--- src/design/standby_pkg.sv ---
// Shared constants and types for the standby controller
package standby_pkg;

   // ****************************************
   // Timing
   // ****************************************
   localparam int CLK_PERIOD_NS = 25;
   localparam int OSC_STAB_NS = 100000;
   localparam int DAC_SETTLE_NS = 3000;

   // Least time in ns to whole clock cycles, never below one
   function automatic int ns_to_cycles(input int ns);
      int c;
      c = (ns + CLK_PERIOD_NS - 1) / CLK_PERIOD_NS;
      return (c < 1) ? 1 : c;
   endfunction

   // ****************************************
   // Sizes
   // ****************************************
   localparam int EXT_PIN_COUNT = 8;
   localparam int PERIPH_REQ_COUNT = 4;

   // ****************************************
   // Types
   // ****************************************
   typedef enum {PH_RUN, PH_STANDBY, PH_OSC_WAIT} phase_e;

   // Clock and function enables toward the rest of the chip
   typedef struct packed {
      logic main_osc_en;
      logic pll_en;
      logic cpu_clk_en;
      logic dma_en;
      logic timer_en;
      logic serial_en;
      logic crc_en;
      logic int_osc_en;
      logic key_int_en;
      logic lvd_en;
      logic intc_normal_en;
      logic watch_timer_en;
   } gate_s;

   // State retention controls
   typedef struct packed {
      logic port_hold;
      logic reg_retain;
      logic rto_hold;
   } hold_s;

   // Release-source disable bits, 1 = disabled
   typedef struct packed {
      logic nmi_pin_dis;
      logic nmi_wdt_dis;
      logic int_dis;
   } wake_dis_s;

endpackage

--- src/design/stop_mode_standby_control.sv ---
// Standby controller for stop and low-voltage stop modes
// Contract
// Stop halts busy ADC, restarts, discards first
// Result from before stop is invalid
// Low-voltage stop: all results around it invalid
// Running DAC halts, pin high impedance
// DAC resumes, drives again after settling
// NMI, watchdog or unmasked interrupts release standby
// Reset pin, watchdog or LVD reset release
// Wait oscillator stabilization before CPU runs; a reset release here goes straight to run without the wait
// Ports and CPU registers retained in standby
// Interrupt controller stops, still detects release
// Real-time output stops, pins held
// Watch timer runs only on selected subclock
// Far end stops clocked serial clock first
// Far end stops async serial clock first
// Low-voltage stop leaves ADC result undefined
// Disabled release requests are ignored
// Gate clocks, keep internal osc, key, LVD
`timescale 1ns/1ps
`default_nettype none
module stop_mode_standby_control
   import standby_pkg::*;
#(
   parameter int OSC_WAIT_NS = OSC_STAB_NS,
   parameter int DAC_WAIT_NS = DAC_SETTLE_NS,
   parameter int EXT_PINS = EXT_PIN_COUNT,
   parameter int PERIPH_REQS = PERIPH_REQ_COUNT
) (
   // Clock and reset
   input wire logic mclk,
   input wire logic rstn,
   // Processor side
   input wire logic stop_req,
   input wire logic low_voltage_mode,
   input wire wake_dis_s wake_dis,
   input wire logic subclock_used,
   input wire logic watch_sel_subclock,
   // Release sources
   input wire logic nmi_pin,
   input wire logic watchdog_nonmaskable_request,
   input wire logic [EXT_PINS-1:0] external_interrupt_pins,
   input wire logic [EXT_PINS-1:0] ext_int_mask,
   input wire logic [PERIPH_REQS-1:0] periph_req,
   input wire logic [PERIPH_REQS-1:0] periph_mask,
   input wire logic reset_pin_n,
   input wire logic watchdog_reset_request,
   input wire logic low_voltage_detector,
   // Analog-to-digital converter
   input wire logic adc_busy,
   input wire logic adc_result_done,
   input wire logic adc_rearm,
   output logic adc_halt,
   output logic adc_restart,
   output logic adc_result_discard,
   output logic adc_result_invalid,
   // Digital-to-analog converter
   input wire logic dac_enable,
   output logic dac_halt,
   output logic dac_pin_oe_n,
   // Chip-wide controls
   output gate_s gates,
   output hold_s hold,
   output logic standby_active
);

   localparam int OSC_CYC = ns_to_cycles(OSC_WAIT_NS);
   localparam int DAC_CYC = ns_to_cycles(DAC_WAIT_NS);

   if (EXT_PINS < 1 || PERIPH_REQS < 1) begin : g_bad_width
      $error("standby control needs at least one request of each kind");
   end
   if (OSC_WAIT_NS < 0 || DAC_WAIT_NS < 0) begin : g_bad_wait
      $error("standby waits cannot be negative");
   end

   // Unmasked, enabled release request present
   function automatic logic wake_hit(
      input logic nmi, input logic wdt_nmi,
      input logic [EXT_PINS-1:0] ext, input logic [EXT_PINS-1:0] emask,
      input logic [PERIPH_REQS-1:0] per,
      input logic [PERIPH_REQS-1:0] pmask, input wake_dis_s dis);
      logic maskable;
      maskable = (|(ext & ~emask)) | (|(per & ~pmask));
      return (nmi & ~dis.nmi_pin_dis) | (wdt_nmi & ~dis.nmi_wdt_dis)
         | (maskable & ~dis.int_dis);
   endfunction

   // ****************************************
   // Reset release and pin synchronisers
   // ****************************************
   localparam int PW = EXT_PINS + 2;

   logic [1:0] rst_pipe;
   logic rst_n;
   logic [PW-1:0] pin_s1, pin_s2, pin_s3, pin_f;
   logic [PW-1:0] next_pin_f;

   // Two-flop release of the asynchronous reset
   always_ff @(posedge mclk or negedge rstn) begin
      if (!rstn) begin
         rst_pipe <= 2'h0;
      end else begin
         rst_pipe <= {rst_pipe[0], 1'b1};
      end
   end
   assign rst_n = rst_pipe[1];

   // Accept a change when the second and third stages agree
   always_comb begin
      next_pin_f = (pin_s2 & pin_s3) | (pin_f & (pin_s2 | pin_s3));
   end

   // Three-stage pin capture
   always_ff @(posedge mclk or negedge rst_n) begin
      if (!rst_n) begin
         pin_s1 <= {PW{1'b0}};
         pin_s2 <= {PW{1'b0}};
         pin_s3 <= {PW{1'b0}};
         pin_f <= {PW{1'b0}};
      end else begin
         pin_s1 <= {nmi_pin, ~reset_pin_n, external_interrupt_pins};
         pin_s2 <= pin_s1;
         pin_s3 <= pin_s2;
         pin_f <= next_pin_f;
      end
   end

   logic nmi_f, reset_pin_f;
   logic [EXT_PINS-1:0] ext_f;
   assign {nmi_f, reset_pin_f, ext_f} = pin_f;

   // ****************************************
   // Standby sequencing
   // ****************************************
   phase_e phase, next_phase;
   logic wake, rst_src, osc_start, osc_done;
   logic dac_settle_start, dac_settling;

   assign wake = wake_hit(nmi_f, watchdog_nonmaskable_request, ext_f,
      ext_int_mask, periph_req, periph_mask, wake_dis);
   assign rst_src = reset_pin_f | watchdog_reset_request
      | low_voltage_detector;

   // Phase transitions
   always_comb begin
      next_phase = phase;
      osc_start = 1'b0;
      case (phase)
         PH_RUN: begin
            // A pending request keeps the processor running
            if (stop_req && !wake && !rst_src) begin
               next_phase = PH_STANDBY;
            end
         end
         PH_STANDBY: begin
            if (rst_src) begin
               next_phase = PH_RUN;
            end else if (wake) begin
               next_phase = PH_OSC_WAIT;
               osc_start = 1'b1;
            end
         end
         PH_OSC_WAIT: begin
            if (rst_src || osc_done) begin
               next_phase = PH_RUN;
            end
         end
         default: next_phase = PH_RUN;
      endcase
   end

   // Phase register
   always_ff @(posedge mclk or negedge rst_n) begin
      if (!rst_n) begin
         phase <= PH_RUN;
      end else begin
         phase <= next_phase;
      end
   end

   // Oscillation stabilization wait
   wait_timer #(.CYCLES(OSC_CYC)) u_osc_wait (
      .mclk(mclk),
      .rst_n(rst_n),
      .start(osc_start),
      .busy(),
      .done(osc_done)
   );

   // DAC settling wait after release
   wait_timer #(.CYCLES(DAC_CYC)) u_dac_wait (
      .mclk(mclk),
      .rst_n(rst_n),
      .start(dac_settle_start),
      .busy(dac_settling),
      .done()
   );

   // ****************************************
   // Gating, retention and converters
   // ****************************************
   logic entering, leaving, lv_active, next_lv_active;
   gate_s next_gates;
   hold_s next_hold;
   logic adc_was_conv, skip_first, lv_taint, stale;
   logic next_adc_was_conv, next_skip_first, next_lv_taint, next_stale;
   logic next_adc_halt, next_adc_restart, next_adc_discard;
   logic dac_was_on, next_dac_was_on, next_dac_halt, next_dac_oe_n;

   assign entering = (phase == PH_RUN) && (next_phase == PH_STANDBY);
   assign leaving = (phase != PH_RUN) && (next_phase == PH_RUN);
   assign dac_settle_start = leaving && dac_was_on && !rst_src;

   // Next values of chip controls and converter bookkeeping
   always_comb begin
      logic sb;
      sb = (next_phase != PH_RUN);
      next_lv_active = entering ? low_voltage_mode : lv_active;
      next_gates.main_osc_en = !(next_phase == PH_STANDBY);
      next_gates.pll_en = !sb;
      next_gates.cpu_clk_en = !sb;
      next_gates.dma_en = !sb;
      next_gates.timer_en = !sb;
      next_gates.serial_en = !sb;
      next_gates.crc_en = !sb;
      next_gates.int_osc_en = 1'b1;
      next_gates.key_int_en = 1'b1;
      next_gates.lvd_en = 1'b1;
      next_gates.intc_normal_en = !sb;
      next_gates.watch_timer_en = !sb
         || (subclock_used && watch_sel_subclock);
      next_hold.port_hold = sb;
      next_hold.reg_retain = sb;
      next_hold.rto_hold = sb;
      // Converter bookkeeping
      next_adc_was_conv = adc_was_conv;
      next_skip_first = skip_first;
      next_lv_taint = lv_taint;
      next_stale = stale;
      next_adc_halt = adc_halt;
      next_adc_restart = 1'b0;
      next_adc_discard = 1'b0;
      next_dac_was_on = dac_was_on;
      next_dac_halt = dac_halt;
      if (entering) begin
         next_adc_was_conv = adc_busy;
         next_adc_halt = 1'b1;
         next_stale = 1'b1;
         next_lv_taint = lv_taint | low_voltage_mode;
         next_dac_was_on = dac_enable;
         next_dac_halt = dac_enable;
      end else if (leaving) begin
         next_adc_halt = 1'b0;
         next_adc_restart = adc_was_conv && !rst_src;
         next_skip_first = adc_was_conv && !rst_src;
         next_adc_was_conv = 1'b0;
         next_dac_halt = 1'b0;
         next_dac_was_on = dac_settle_start;
      end else if (adc_result_done && phase == PH_RUN) begin
         if (skip_first || lv_taint) begin
            next_adc_discard = 1'b1;
            next_skip_first = 1'b0;
         end else begin
            next_stale = 1'b0;
         end
      end
      if (rst_src) begin
         next_lv_taint = 1'b0;
         next_skip_first = 1'b0;
      end else if (adc_rearm && phase == PH_RUN && !entering) begin
         next_lv_taint = 1'b0;
      end
      // Pin released in standby and while settling
      next_dac_oe_n = !(dac_enable && !sb && !dac_settling
         && !dac_settle_start);
   end

   // Control registers
   always_ff @(posedge mclk or negedge rst_n) begin
      if (!rst_n) begin
         lv_active <= 1'b0;
         gates <= '{default: 1'b1};
         hold <= '0;
         adc_was_conv <= 1'b0;
         skip_first <= 1'b0;
         lv_taint <= 1'b0;
         stale <= 1'b0;
         adc_halt <= 1'b0;
         adc_restart <= 1'b0;
         adc_result_discard <= 1'b0;
         dac_was_on <= 1'b0;
         dac_halt <= 1'b0;
         dac_pin_oe_n <= 1'b1;
      end else begin
         lv_active <= next_lv_active;
         gates <= next_gates;
         hold <= next_hold;
         adc_was_conv <= next_adc_was_conv;
         skip_first <= next_skip_first;
         lv_taint <= next_lv_taint;
         stale <= next_stale;
         adc_halt <= next_adc_halt;
         adc_restart <= next_adc_restart;
         adc_result_discard <= next_adc_discard;
         dac_was_on <= next_dac_was_on;
         dac_halt <= next_dac_halt;
         dac_pin_oe_n <= next_dac_oe_n;
      end
   end

   assign adc_result_invalid = stale | lv_taint;
   assign standby_active = (phase != PH_RUN);

   logic [31:0] wait_len;
   always_ff @(posedge mclk or negedge rst_n) begin
      if (!rst_n) begin
         wait_len <= '0;
      end else begin
         wait_len <= (phase == PH_OSC_WAIT) ? wait_len + 32'h1 : 32'h0;
      end
   end

   // Cycles since a settling release, until the DAC pin drives again
   logic dac_track;
   logic [31:0] dac_wait_len;
   always_ff @(posedge mclk or negedge rst_n) begin
      if (!rst_n) begin
         dac_track <= 1'b0;
         dac_wait_len <= '0;
      end else if (phase == PH_OSC_WAIT && osc_done && !rst_src
         && dac_was_on) begin
         dac_track <= 1'b1;
         dac_wait_len <= '0;
      end else if (dac_track) begin
         dac_track <= dac_enable && dac_pin_oe_n && phase == PH_RUN;
         dac_wait_len <= dac_wait_len + 32'h1;
      end
   end
endmodule
`default_nettype wire

--- src/design/wait_timer.sv ---
// One-shot cycle timer used for oscillator and converter settling
`timescale 1ns/1ps
`default_nettype none
module wait_timer
   import standby_pkg::*;
#(
   parameter int CYCLES = 4
) (
   // Clock and reset
   input wire logic mclk,
   input wire logic rst_n,
   // Control
   input wire logic start,
   output logic busy,
   output logic done
);

   localparam int W = $clog2(CYCLES + 1);
   localparam logic [W-1:0] LAST = W'(CYCLES - 1);

   if (CYCLES < 1) begin : g_bad_cycles
      $error("wait_timer needs CYCLES of at least one");
   end

   logic [W-1:0] count;
   logic [W-1:0] next_count;
   logic next_busy;
   logic next_done;

   // Load on start, count to the last cycle, pulse done
   always_comb begin
      next_count = count;
      next_busy = busy;
      next_done = 1'b0;
      if (start) begin
         next_count = '0;
         next_busy = 1'b1;
      end else if (busy) begin
         if (count == LAST) begin
            next_busy = 1'b0;
            next_done = 1'b1;
         end else begin
            next_count = count + W'(1);
         end
      end
   end

   // Timer registers
   always_ff @(posedge mclk or negedge rst_n) begin
      if (!rst_n) begin
         count <= '0;
         busy <= 1'b0;
         done <= 1'b0;
      end else begin
         count <= next_count;
         busy <= next_busy;
         done <= next_done;
      end
   end

endmodule
`default_nettype wire

--- config.mk ---
export PLATFORM = sky130hd
export DESIGN_NAME = stop_mode_standby_control
export DESIGN_NICKNAME = d
export VERILOG_FILES = /design/src/design/standby_pkg.sv /design/src/design/stop_mode_standby_control.sv /design/src/design/wait_timer.sv
export SDC_FILE = /design/constraint.sdc
export NUM_CORES = 1
export LEC_CHECK = 0
export BUFFER_PORTS_ARGS = -buffer_cell sky130_fd_sc_hd__buf_2
export CORE_UTILIZATION = 25
export DETAILED_ROUTE_END_ITERATION = 7
export GPL_TIMING_DRIVEN = 0
export PLACE_DENSITY = 0.49
export SYNTH_ARGS = -nofsm -noshare
export SYNTH_HDL_FRONTEND = slang
export SYNTH_SLANG_ARGS = --single-unit
--- constraint.sdc ---
create_clock -name mclk -period 4.11 [get_ports mclk]
set_input_delay 0.6165 -clock mclk [delete_from_list [all_inputs] [get_ports mclk]]
set_output_delay 0.6165 -clock mclk [all_outputs]
set_load 0.02 [all_outputs]
==> results.md, run 1 <==
* Hold_buf cts at 0
* Leak Pwr at around 2.2 nW
* Synth cell count leaders: dfrtp_1 (106), nor2_1 (31), nand2_1 (20)
* Xor and xnor area share after synthesis at around 3.7%
* Post-synth top area share at 66.6%
* Number of vias per cell at 3.92
* H-tree depth at 3
* Core Area at 15400 µm²
* RSZ-0062 raised after global routing: false
* Worst Hold Class: in -> async
* Number of port buffers at 60
* Die X-Extent at 128 µm
* Max-cap check violation count at 0
* Worst VDD drop at roughly 0.16 mV
* Cell variety after synth at 46
* Critical Path Sink Type: output port
* Top-level port count at between 60 and 70
* Top-count cell post-synth: dfrtp_1
* DRC Markers at 0
* Initial antenna violation count at 0
* Global-route wire length before repair at about 12000 µm
* Max Clk Rate at 0.322 GHz
* Antenna cells at 0
* Final #Nets at between 400 and 500
* Final period util at 75.5%
* Initial drt markers at 88
* Pwr dens at ~440 nW/µm²
* Vias in the first global route at 2529
* Die ar. at 16400 µm²
* CP Class: reg -> out
* Seq/Total Area, Yosys at 69.2%
* CTS tree: built
* Slew Limit Fails at 0
* Cell area after synthesis at 3980 µm²
* Crit path DAT at 2490 ps
* Leading area contributor after synthesis: dfrtp_1
* DRT Wirelength at 6800 µm
* Vias post-DR at approximately 2400
* Clk Tree Root Cell: clkbuf_16
* Setup Viol. Count Final at 0
* Total Routing Usage GR at 9.24%
* CTS Buf Count at 9
* Post-synthesis compound-gate area fraction at 5.46%
* Final ANT Viol Nets at 0
* FF+latch count, synth at 110
* Worst R2R Path Depth at 6
* Hold Fails Final Rpt at 0
* Clk_lat worst skew at around 350 ps
* Synth Instances at 301
* Wire per inst at approximately 11 µm
* Number of synthesis warnings at 0
* Largest cells by area after synthesis: dfrtp_1 (67%), nor2_1 (2.9%), dfstp_2 (2.6%), maj3_1 (2.5%), xor2_1 (2.2%)
* Fin area at 4990 µm²
* Total Power at 0.00218 W
* Setup bufs post-CTS at 0
* TritonCTS Sinks at 110
* Max FO, Critical Path at 10
* Die H at 128 µm
* DP Area at approximately 4700 µm²
* Resized cells post-CTS at 0
* Layout cells sized above 1 at roughly 26%
* Slew HR at 15.2%
* Std cell rows at 45
* Layout area overhead at 25.2%
* Ys async rst share at 100%
* GP Congestion at 0.721
* Outcome: finished clean
* Critical path startpoint category: register
* Post-synth EDFFs at 0
* Grt ovf at 0
* Clk_skew at 10.9 ps
* Pre-antenna DRT Iters at 4
* Sum Neg Setup Slack at 0 ps
* Syn Area/Cell at between 10 and 15 µm²
* Worst Tran Pin Value at around 1300 ps
* Post-layout min period at between 3000 and 4000 ps
* CTS max path bufs at 2
* Critical path data required time at 3490 ps
* Worst-path clk slew at 70 ps
* Prevailing post-synth register cell: dfrtp_1
* Simple-gate share of the synthesized area at 14.4%
* Main combinational cell family by area after synthesis: simple AND/OR/NAND/NOR gates
* Largest net degree at the start of global routing at 68
* Initial cell density of the core at 25.9%
* Adder-Cell Fraction of Synth Area at 3.14%
* Mux contribution to synthesized area at less than 1%
* Final HPWL DP at 4770 µm
## logic make-up after synthesis
| kind of cell | after synthesis |
|---|---|
| AOI/OAI and AO/OA | 25 |
| muxes | 1 |
| adders and majority gates | 12 |
| other | 2 |
| DFF | 110 |
| buffers and inverters | 26 |
| xor gates and xnor gates | 17 |
| and+or+nand+nor | 108 |
## layout by cell type (no fill, tap or decap), drive strengths merged, types with 4 or more instances in the layout
master | netlist | final
nor3 | 5 | 5
nand3 | 8 | 8
or2 | 4 | 4
nor2 | 31 | 31
or3 | 6 | 6
xnor2 | 7 | 7
dfrtp | 106 | 106
nor2b | 10 | 10
conb | 2 | 34
nand2 | 20 | 20
clkbuf | 1 | 12
dfstp | 4 | 4
buf | 12 | 73
inv | 13 | 14
clkinv | 0 | 4
maj3 | 10 | 10
xor2 | 10 | 10
o21ai | 4 | 4
nand4 | 4 | 4
nor4 | 8 | 8
## final timing paths
check,slack (ps),startpoint,end
worst max-delay path,1010,phase[17]$_DFF_PN0_,standby_active
worst min-delay path,40,rstn,rst_pipe[1]$_DFF_PN0_
worst max register to register,1220,pin_f[0]$_DFF_PN0_,dac_halt$_DFFE_PN0P_
worst min register to register,330,rst_pipe[1]$_DFF_PN0_,pin_s1[0]$_DFF_PN0_
max in group asynchronous,3020,rst_pipe[1]$_DFF_PN0_,gates[0]$_DFF_PN1_
min in group mclk,350,pin_s1[3]$_DFF_PN0_,pin_s2[3]$_DFF_PN0_
## through the flow
stage	utilization, %	setup slack [ps]	hold slack [ps]	cells
finish	32.4	1010	42.5	621
global route	32.4	777	37.8	621
CTS	32.4	922	27.8	621
detailed placement	30.6	871	336	605
global placement	30.4	-328	333	604
floorplan	-	826	321	333
## worst max-delay path, stage by stage, from the launching register on
cell and delay (ps):
dfrtp_1 360, nor4_1 310, nand4_1 190, nor4b_2 820, inv_1 220, buf_2 230
## registers in the layout (all words and copies together) (netlist names), 2 cells and up
name,cells
rst_pipe,2
gates,3
phase,32
pin_s3,10
u_osc_wait.count,12
u_dac_wait.count,7
pin_f,10
pin_s2,10
pin_s1,10
## area by class of cell
type	count	area [µm²]
fill	1541	10400
sequential	110	2760
multi-input combinational	197	1210
timing repair buffer	61	328
tap	211	264
clock buffer	11	243
buffer	13	91.3
inverter	13	48.8
clock inverter	5	43.8
## report_power, final
part / internal [W] / switching, W
Sequential: 0.00116 / 0.0000558
Clock: 0.000434 / 0.000386
Combinational: 0.0000725 / 0.0000741
Total: 0.00167 / 0.000516
## routing by layer
layer	part of all wire, %	GRT usage, %	vias up
met5	0	0	-
met4	2.3	5.61	0
met3	4.5	2.42	13
met2	47	14.7	48
met1	46	11.2	1186
li1	-	-	1185
No activity file was read; power rests on OpenSTA's default activity.
==> run 2, diff against run 1 <==
- ABC_AREA: unset -> 1
- PLACE_DENSITY: 0.49 -> 0.48
- clock period: 4.11 -> 2.9 ns (I/O delays scaled with it)
==> results.md, run 2 <==
* PnR worst setup slack at 823 ps (was 1010 ps)
* Outcome: finished clean (unchanged)
* Mux contribution to synthesized area at 0.234% (was 0.283%)
* Pwr dens at 548 nW/µm² (was 438 nW/µm²)
* Leading area contributor after synthesis: dfrtp_1 (unchanged)
* Total Routing Usage GR at 9.15% (was 9.24%)
* Resized cells post-CTS at 0 (unchanged)
* Critical path startpoint category: register (unchanged)
* Placement Setup Slack at 858 ps (was 871 ps)
* Top-count cell post-synth: dfrtp_1 (unchanged)
* Syn Area/Cell at 11.0 µm² (was 13.2 µm²)
* Synth Instances at 389 (was 301)
* Max-cap check violation count at 0 (unchanged)
* DRT Wirelength at 7150 µm (was 6800 µm)
* Footprint of the multi-input gates at 1350 µm² (was 1210 µm²)
* Final period util at 71.6%
* Core Area at 16600 µm² (was 15400 µm²)
* Top-level port count at 64 (unchanged)
* Fin area at 5300 µm² (was 4990 µm²)
* CP max stage cell: dfrtp_1 (was nor4b_2)
* Vias in the first global route at 2816 (was 2529)
* DRC Markers at 0 (unchanged)
* Crit path DAT at 1640 ps (was 2490 ps)
* Cell area after synthesis at 4280 µm² (was 3980 µm²)
* CTS max path bufs at 2 (unchanged)
* FF+latch area at 2760 µm² (unchanged)
* Adder-Cell Fraction of Synth Area at 2.92% (was 3.14%)
* Final ANT Viol Nets at 0 (unchanged)
* Largest net degree at the start of global routing at 71 (was 68)
* Post-synthesis compound-gate area fraction at 1.87% (was 5.46%)
* Final HPWL DP at 5200 µm (was 4770 µm)
* CTS tree: built (unchanged)
* Critical Path Sink Type: output port (unchanged)
* Cell variety after synth at 38 (was 46)
* Initial antenna violation count at 0 (unchanged)
* Global-route wire length before repair at 12800 µm (was 11500 µm)
* CP Class: reg -> out (unchanged)
* Commonest non-fill, non-tap cell in the layout: dfrtp_1 (unchanged)
* CTS Buf Count at 9 (unchanged)
* Hold Fails Final Rpt at 0 (unchanged)
* Worst VDD drop at 0.256 mV (was 0.162 mV)
* Seq/Total Area, Yosys at 64.4% (was 69.2%)
* Post-synth EDFFs at 0 (unchanged)
* Simple-gate share of the synthesized area at 20.8% (was 14.4%)
* Most flops, register: phase (unchanged)
* Max Clk Rate at 0.481 GHz
* Layout area overhead at 23.9% (was 25.2%)
* Final #Nets at 538 (was 449)
* Layout cells sized above 1 at 27.3% (was 25.9%)
* Max FO, Critical Path at 5 (was 10)
* Largest cells by area after synthesis: dfrtp_1 (62%), nand2_1 (5.0%), inv_1 (4.1%), nor2_1 (3.6%), dfstp_2 (2.5%) (was dfrtp_1 (67%), nor2_1 (2.9%), dfstp_2 (2.6%), maj3_1 (2.5%), xor2_1 (2.2%))
* Initial cell density of the core at 25.7% (was 25.9%)
* Setup bufs post-CTS at 0 (unchanged)
* Largest stage delay, worst path at 360 ps (was 820 ps)
* Die X-Extent at 133 µm (was 128 µm)
* Setup Viol. Count Final at 0 (unchanged)
* Slew Limit Fails at 0 (unchanged)
* Number of port buffers at 60 (unchanged)
* Hold Worst Slack at 193 ps (was 42.5 ps)
* Post-layout min period at 2080 ps
* Initial drt markers at 105 (was 88)
* FF+latch count, synth at 110 (unchanged)
* Clk_lat worst skew at 340 ps (was 350 ps)
* Xor and xnor area share after synthesis at 2.66% (was 3.74%)
* GP Congestion at 0.733 (was 0.721)
* Flip-flop count of the largest register, all copies and words added at 32 (unchanged)
* TritonCTS Sinks at 110 (unchanged)
* Pre-antenna DRT Iters at 4 (unchanged)
* Vias post-DR at 2746 (was 2432)
* Clk_skew at 9.26 ps (was 10.9 ps)
* Antenna cells at 0 (unchanged)
* Worst Hold Class: in -> reg (was in -> async)
* Leak Pwr at 2.63 nW (was 2.24 nW)
* Die H at 133 µm (was 128 µm)
* Clk Tree Root Cell: clkbuf_16 (unchanged)
* Grt ovf at 0 (unchanged)
* Number of vias per cell at 3.82 (was 3.92)
* Worst-path clk slew at 70 ps (about the same)
* Wire per inst at 9.94 µm (was 11.0 µm)
* Die ar. at 17600 µm² (was 16400 µm²)
* # fillers at 1709 (was 1541)
* Sum Neg Setup Slack at 0 ps (unchanged)
* Prevailing post-synth register cell: dfrtp_1 (unchanged)
* Number of synthesis warnings at 0 (unchanged)
* RSZ-0062 raised after global routing: false (unchanged)
* Ys async rst share at 100% (unchanged)
* Main combinational cell family by area after synthesis: simple AND/OR/NAND/NOR gates (unchanged)
* DP Area at 5010 µm² (was 4700 µm²)
* Synth cell count leaders: dfrtp_1 (106), nand2_1 (57), inv_1 (47) (was dfrtp_1 (106), nor2_1 (31), nand2_1 (20))
* H-tree depth at 3 (unchanged)
* Crit-path cells: nor2_1 -> nand4_1 -> inv_1 -> nand2_1 -> nor2_4 -> inv_2 -> buf_2 (was nor4_1 -> nand4_1 -> nor4b_2 -> inv_1 -> buf_2)
* Commonest cells after routing, fill and taps aside: dfrtp_1 (105), buf_2 (60), nand2_1 (57), inv_1 (47), nor2_1 (41) (was dfrtp_1 (105), buf_2 (61), conb_1 (34), nor2_1 (31), nand2_1 (20))
* Top Registers: phase: 32 flops, u_osc_wait.count: 12 flops (unchanged)
* Critical path data required time at 2470 ps (was 3490 ps)
* Std cell rows at 47 (was 45)
* Post-synth top area share at 62.0% (was 66.6%)
[run 2: cell type report]
| type | count | share of cell area [%] |
|---|---|---|
| tap | 220 | 5.19 |
| clock buffer | 11 | 4.58 |
| sequential | 110 | 52.1 |
| timing repair buffer | 62 | 6.37 |
| clock inverter | 5 | 0.802 |
| buffer | 11 | 1.56 |
| multi-input combinational | 244 | 25.4 |
| inverter | 56 | 4.01 |
[run 2: worst paths after layout]
path                       slack [ps]                         endpoint                        from  cells past startpoint
setup / recovery                  820                   standby_active         phase[18]$_DFF_PN0_                      7
hold / removal                    190              pin_s1[2]$_DFF_PN0_  external_interrupt_pins[2]                      1
max in group asynchronous        1840              gates[11]$_DFF_PN1_       rst_pipe[1]$_DFF_PN0_                      1
min in group asynchronous         300              pin_s1[7]$_DFF_PN0_       rst_pipe[1]$_DFF_PN0_                      0
setup reg to reg                 1040  u_dac_wait.count[6]$_DFFE_PN0P_          pin_f[7]$_DFF_PN0_                     11
hold reg to reg                   300              pin_s1[7]$_DFF_PN0_       rst_pipe[1]$_DFF_PN0_                      0
[run 2: logic make-up (layout without fill, tap and decap cells)]
logic type / after synthesis / after routing
and+or+nand+nor: 171 / 171
DFF: 110 / 110
buffers and inverters: 67 / 145
AOI/OAI and AO/OA: 13 / 13
xor gates and xnor gates: 13 / 13
adders and majority gates: 12 / 12
other: 2 / 34
muxes: 1 / 1
[run 2: timing repair]
| item | CTS | global route |
|---|---|---|
| hold buffers | 1 | 0 |
| setup endpoints to repair | 0 | 0 |
| endpoints found under the hold margin | 2 | 0 |
[run 2: per-layer routing]
metal / track usage, % / wire, µm / vias up / share of wire (%)
li1: - / - / 1381 / -
met1: 11.0 / 3210 / 1297 / 45
met2: 14.9 / 3400 / 55 / 48
met3: 2.76 / 380 / 13 / 5.3
met4: 4.41 / 154 / 0 / 2.2
met5: 0 / 0 / - / 0
[run 2: report_power, final]
| group | total [W] | switching [W] | internal [W] |
|---|---|---|---|
| sequential | 0.00162 | 0.0000321 | 0.00159 |
| clock | 0.00116 | 0.000548 | 0.000614 |
| combinational | 0.000122 | 0.0000706 | 0.0000513 |
| total | 0.00291 | 0.000650 | 0.00226 |
[run 2: metrics by stage]
step / cells / total power [W] / utilization (%)
floorplan: 421 / 0.00172 / -
global placement: 701 / 0.00177 / 29.9
detailed placement: 702 / 0.00178 / 30.1
CTS: 719 / 0.00295 / 31.9
global route: 719 / 0.00305 / 31.9
finish: 719 / 0.00291 / 31.9
[run 2: worst max-delay path: cells and delay by family, from the launching register on]
| family | cells | cell delay [ps] |
|---|---|---|
| buffers and inverters | 3 | 370 |
| flip-flops | 1 | 360 |
| AND/OR/NAND/NOR | 4 | 560 |
==> run 3, diff against run 2 <==
- PLACE_DENSITY: 0.48 -> 0.5
- clock period: 2.9 -> 1.87 ns (I/O delays scaled with it)
==> results.md, run 3 (synthesis results as in run 2) <==
* DRT Wirelength at 7220 µm (was 7150 µm)
* Pwr dens at 826 nW/µm² (was 548 nW/µm²)
* Crit path capture: standby_active (unchanged)
* Top-level port count at 64 (unchanged)
* Commonest non-fill, non-tap cell in the layout: dfrtp_1 (unchanged)
* Initial drt markers at 153 (was 105)
* Antenna cells at 0 (unchanged)
* Crit-path cells: nor2_2 -> inv_2 -> nor3_4 -> nand3_2 -> nor2_4 -> inv_4 -> buf_6 (was nor2_1 -> nand4_1 -> inv_1 -> nand2_1 -> nor2_4 -> inv_2 -> buf_2)
* CTS tree: built (unchanged)
* R2R setup slack at 100 ps (was 1040 ps)
* Beginning of the critical path: phase[3]$_DFF_PN0_ (was phase[18]$_DFF_PN0_)
* CTS Buf Count at 9 (unchanged)
* PnR worst setup slack at 51.7 ps (was 823 ps)
* Worst VDD drop at 0.370 mV (was 0.256 mV)
* Critical path data required time at 1590 ps (was 2470 ps)
* Core Area at 16600 µm² (unchanged)
* Global-route wire length before repair at 13000 µm (was 12800 µm)
* Slew HR at 49.8%
* Clk Tree Root Cell: clkbuf_16 (unchanged)
* Most flops, register: phase (unchanged)
* Worst R2R Path Depth at 11 (unchanged)
* Max Clk Rate at 0.550 GHz
* CP Class: reg -> out (unchanged)
* Die X-Extent at 133 µm (unchanged)
* # fillers at 1688 (was 1709)
* Clk_lat worst skew at 340 ps (about the same)
* Clock power frac at 39.3% (was 40.0%)
* Crit path DAT at 1540 ps (was 1640 ps)
* Sequential share of power at 56.6% (was 55.9%)
* Wire per inst at 9.96 µm (was 9.94 µm)
* GP Congestion at 0.760 (was 0.733)
* Max FO, Critical Path at 3 (was 5)
* Critical Path Sink Type: output port (unchanged)
* Placement Setup Slack at 30.4 ps (was 858 ps)
* Final period util at 97.2%
* Hold Fails Final Rpt at 0 (unchanged)
* Leak Pwr at 2.68 nW (was 2.63 nW)
* Max-cap check violation count at 0 (unchanged)
* Total Power at 0.00447 W (was 0.00291 W)
* Setup Viol. Count Final at 0 (unchanged)
* P_int at 0.00346 W (was 0.00226 W)
* Largest stage delay, worst path at 370 ps (was 360 ps)
* Sw frac at 22.5% (was 22.4%)
* Flip-flop count of the largest register, all copies and words added at 32 (unchanged)
* Total Routing Usage GR at 9.30% (was 9.15%)
* Pre-antenna DRT Iters at 4 (unchanged)
* CTS max path bufs at 2 (unchanged)
* Die ar. at 17600 µm² (unchanged)
* H-tree depth at 3 (unchanged)
* Reg2reg end: skip_first$_DFFE_PN0P_ (was u_dac_wait.count[6]$_DFFE_PN0P_)
* Switching power at 0.00100 W (was 0.000650 W)
* DRC Markers at 0 (unchanged)
* Grt ovf at 0 (unchanged)
* Final ANT Viol Nets at 0 (unchanged)
* Top Registers: phase: 32 flops, u_osc_wait.count: 12 flops (unchanged)
* CP max stage cell: dfrtp_1 (unchanged)
* Final cell count without fillers at 725 (was 719)
* RR Startpoint: phase[3]$_DFF_PN0_ (was pin_f[7]$_DFF_PN0_)
* Number of port buffers at 60 (unchanged)
* TritonCTS Sinks at 110 (unchanged)
* Outcome: finished clean (unchanged)
* Worst-path clk slew at 70 ps (about the same)
* Comb power frac at 4.2% (about the same)
* Layout area overhead at 26.2% (was 23.9%)
* RSZ-0062 raised after global routing: true (was false)
* Initial cell density of the core at 25.7% (unchanged)
* Number of vias per cell at 3.82 (about the same)
* Layout cells sized above 1 at 30.5% (was 27.3%)
* Worst Tran Pin Value at 754 ps
* Vias in the first global route at 2941 (was 2816)
* Initial antenna violation count at 0 (unchanged)
* Die H at 133 µm (unchanged)
* Critical path startpoint category: register (unchanged)
* Final HPWL DP at 5160 µm (was 5200 µm)
* Largest net degree at the start of global routing at 59 (was 71)
* Worst Hold Class: in -> reg (unchanged)
* Fin area at 5400 µm² (was 5300 µm²)
* Vias post-DR at 2771 (was 2746)
* Hold Worst Slack at 39.2 ps (was 193 ps)
* Clk_skew at 7.16 ps (was 9.26 ps)
* Std cell rows at 47 (unchanged)
* Commonest cells after routing, fill and taps aside: dfrtp_1 (104), buf_2 (59), nand2_1 (55), inv_1 (45), nor2_1 (38) (was dfrtp_1 (105), buf_2 (60), nand2_1 (57), inv_1 (47), nor2_1 (41))
* DP Area at 5010 µm² (unchanged)
* Final #Nets at 544 (was 538)
* Slew Limit Fails at 0 (unchanged)
* Post-layout min period at 1820 ps
* # placed instances at 702 (unchanged)
-- run 3: changes by cell type in the layout (fill, tap and decap cells not counted), sizes merged --
cell,change
inv,+1
clkinv,+1
buf,+6
clkbuf,-1
clkinvlp,-1
-- run 3: area by class of cell --
class	instances	area, µm²	share of cell area, %
flip-flops and latches	110	2760	51.1
multi-input cells	244	1390	25.7
repair buffers	68	402	7.43
well taps	220	275	5.09
clock buffers	10	229	4.24
inverters	56	220	4.08
plain buffers	11	82.6	1.53
clock inverters	6	46.3	0.857
-- run 3: per-layer routing --
| metal | wire length, µm | track usage [%] | vias up |
|---|---|---|---|
| li1 | - | - | 1396 |
| met1 | 3240 | 10.9 | 1301 |
| met2 | 3470 | 15.5 | 64 |
| met3 | 359 | 2.61 | 10 |
| met4 | 143 | 4.79 | 0 |
| met5 | 0 | 0 | - |
-- run 3: worst min-delay path by stage --
stage                                  to  slack [ps]  depth (start not counted)                        from
floorplan           rst_pipe[0]$_DFF_PN0_         -20                          0                        rstn
global placement    rst_pipe[0]$_DFF_PN0_          70                          1                        rstn
detailed placement  rst_pipe[1]$_DFF_PN0_          70                          1                        rstn
CTS                   pin_s1[3]$_DFF_PN0_          20                          1  external_interrupt_pins[3]
global route          pin_s1[3]$_DFF_PN0_          30                          1  external_interrupt_pins[3]
finish                pin_s1[3]$_DFF_PN0_          40                          1  external_interrupt_pins[3]
-- run 3: worst max-delay path: cells and delay by family, from the launching register on --
family / cells / cell delay (ps)
buffers and inverters: 3 / 240
DFF: 1 / 370
and+or+nand+nor: 4 / 580
-- run 3: through the flow --
stage                     utilization (%)  TNS [ps]
after floorplan                         -         0
after global placement               29.9    -59110
after detailed placement             30.1         0
after CTS                            31.9         0
after global routing                 32.5     -1140
final                                32.5         0
-- run 3: power groups by stage --
stage               logic (W)  clock network, W  registers (W)
floorplan           0.0000925                 0        0.00257
global placement     0.000151                 0        0.00259
detailed placement   0.000183                 0        0.00258
CTS                  0.000186           0.00184        0.00253
global route         0.000216           0.00193        0.00254
finish               0.000186           0.00175        0.00253
-- run 3: repair_timing --
item | in CTS | in global routing
hold endpoints to repair | 2 | 0
resized for setup | 0 | 19
hold buffers | 1 | 0
pin swaps | 3 | 9
cloned | 0 | 0
endpoints found under the setup margin | 1 | 22
buffers inserted | 2 | 4
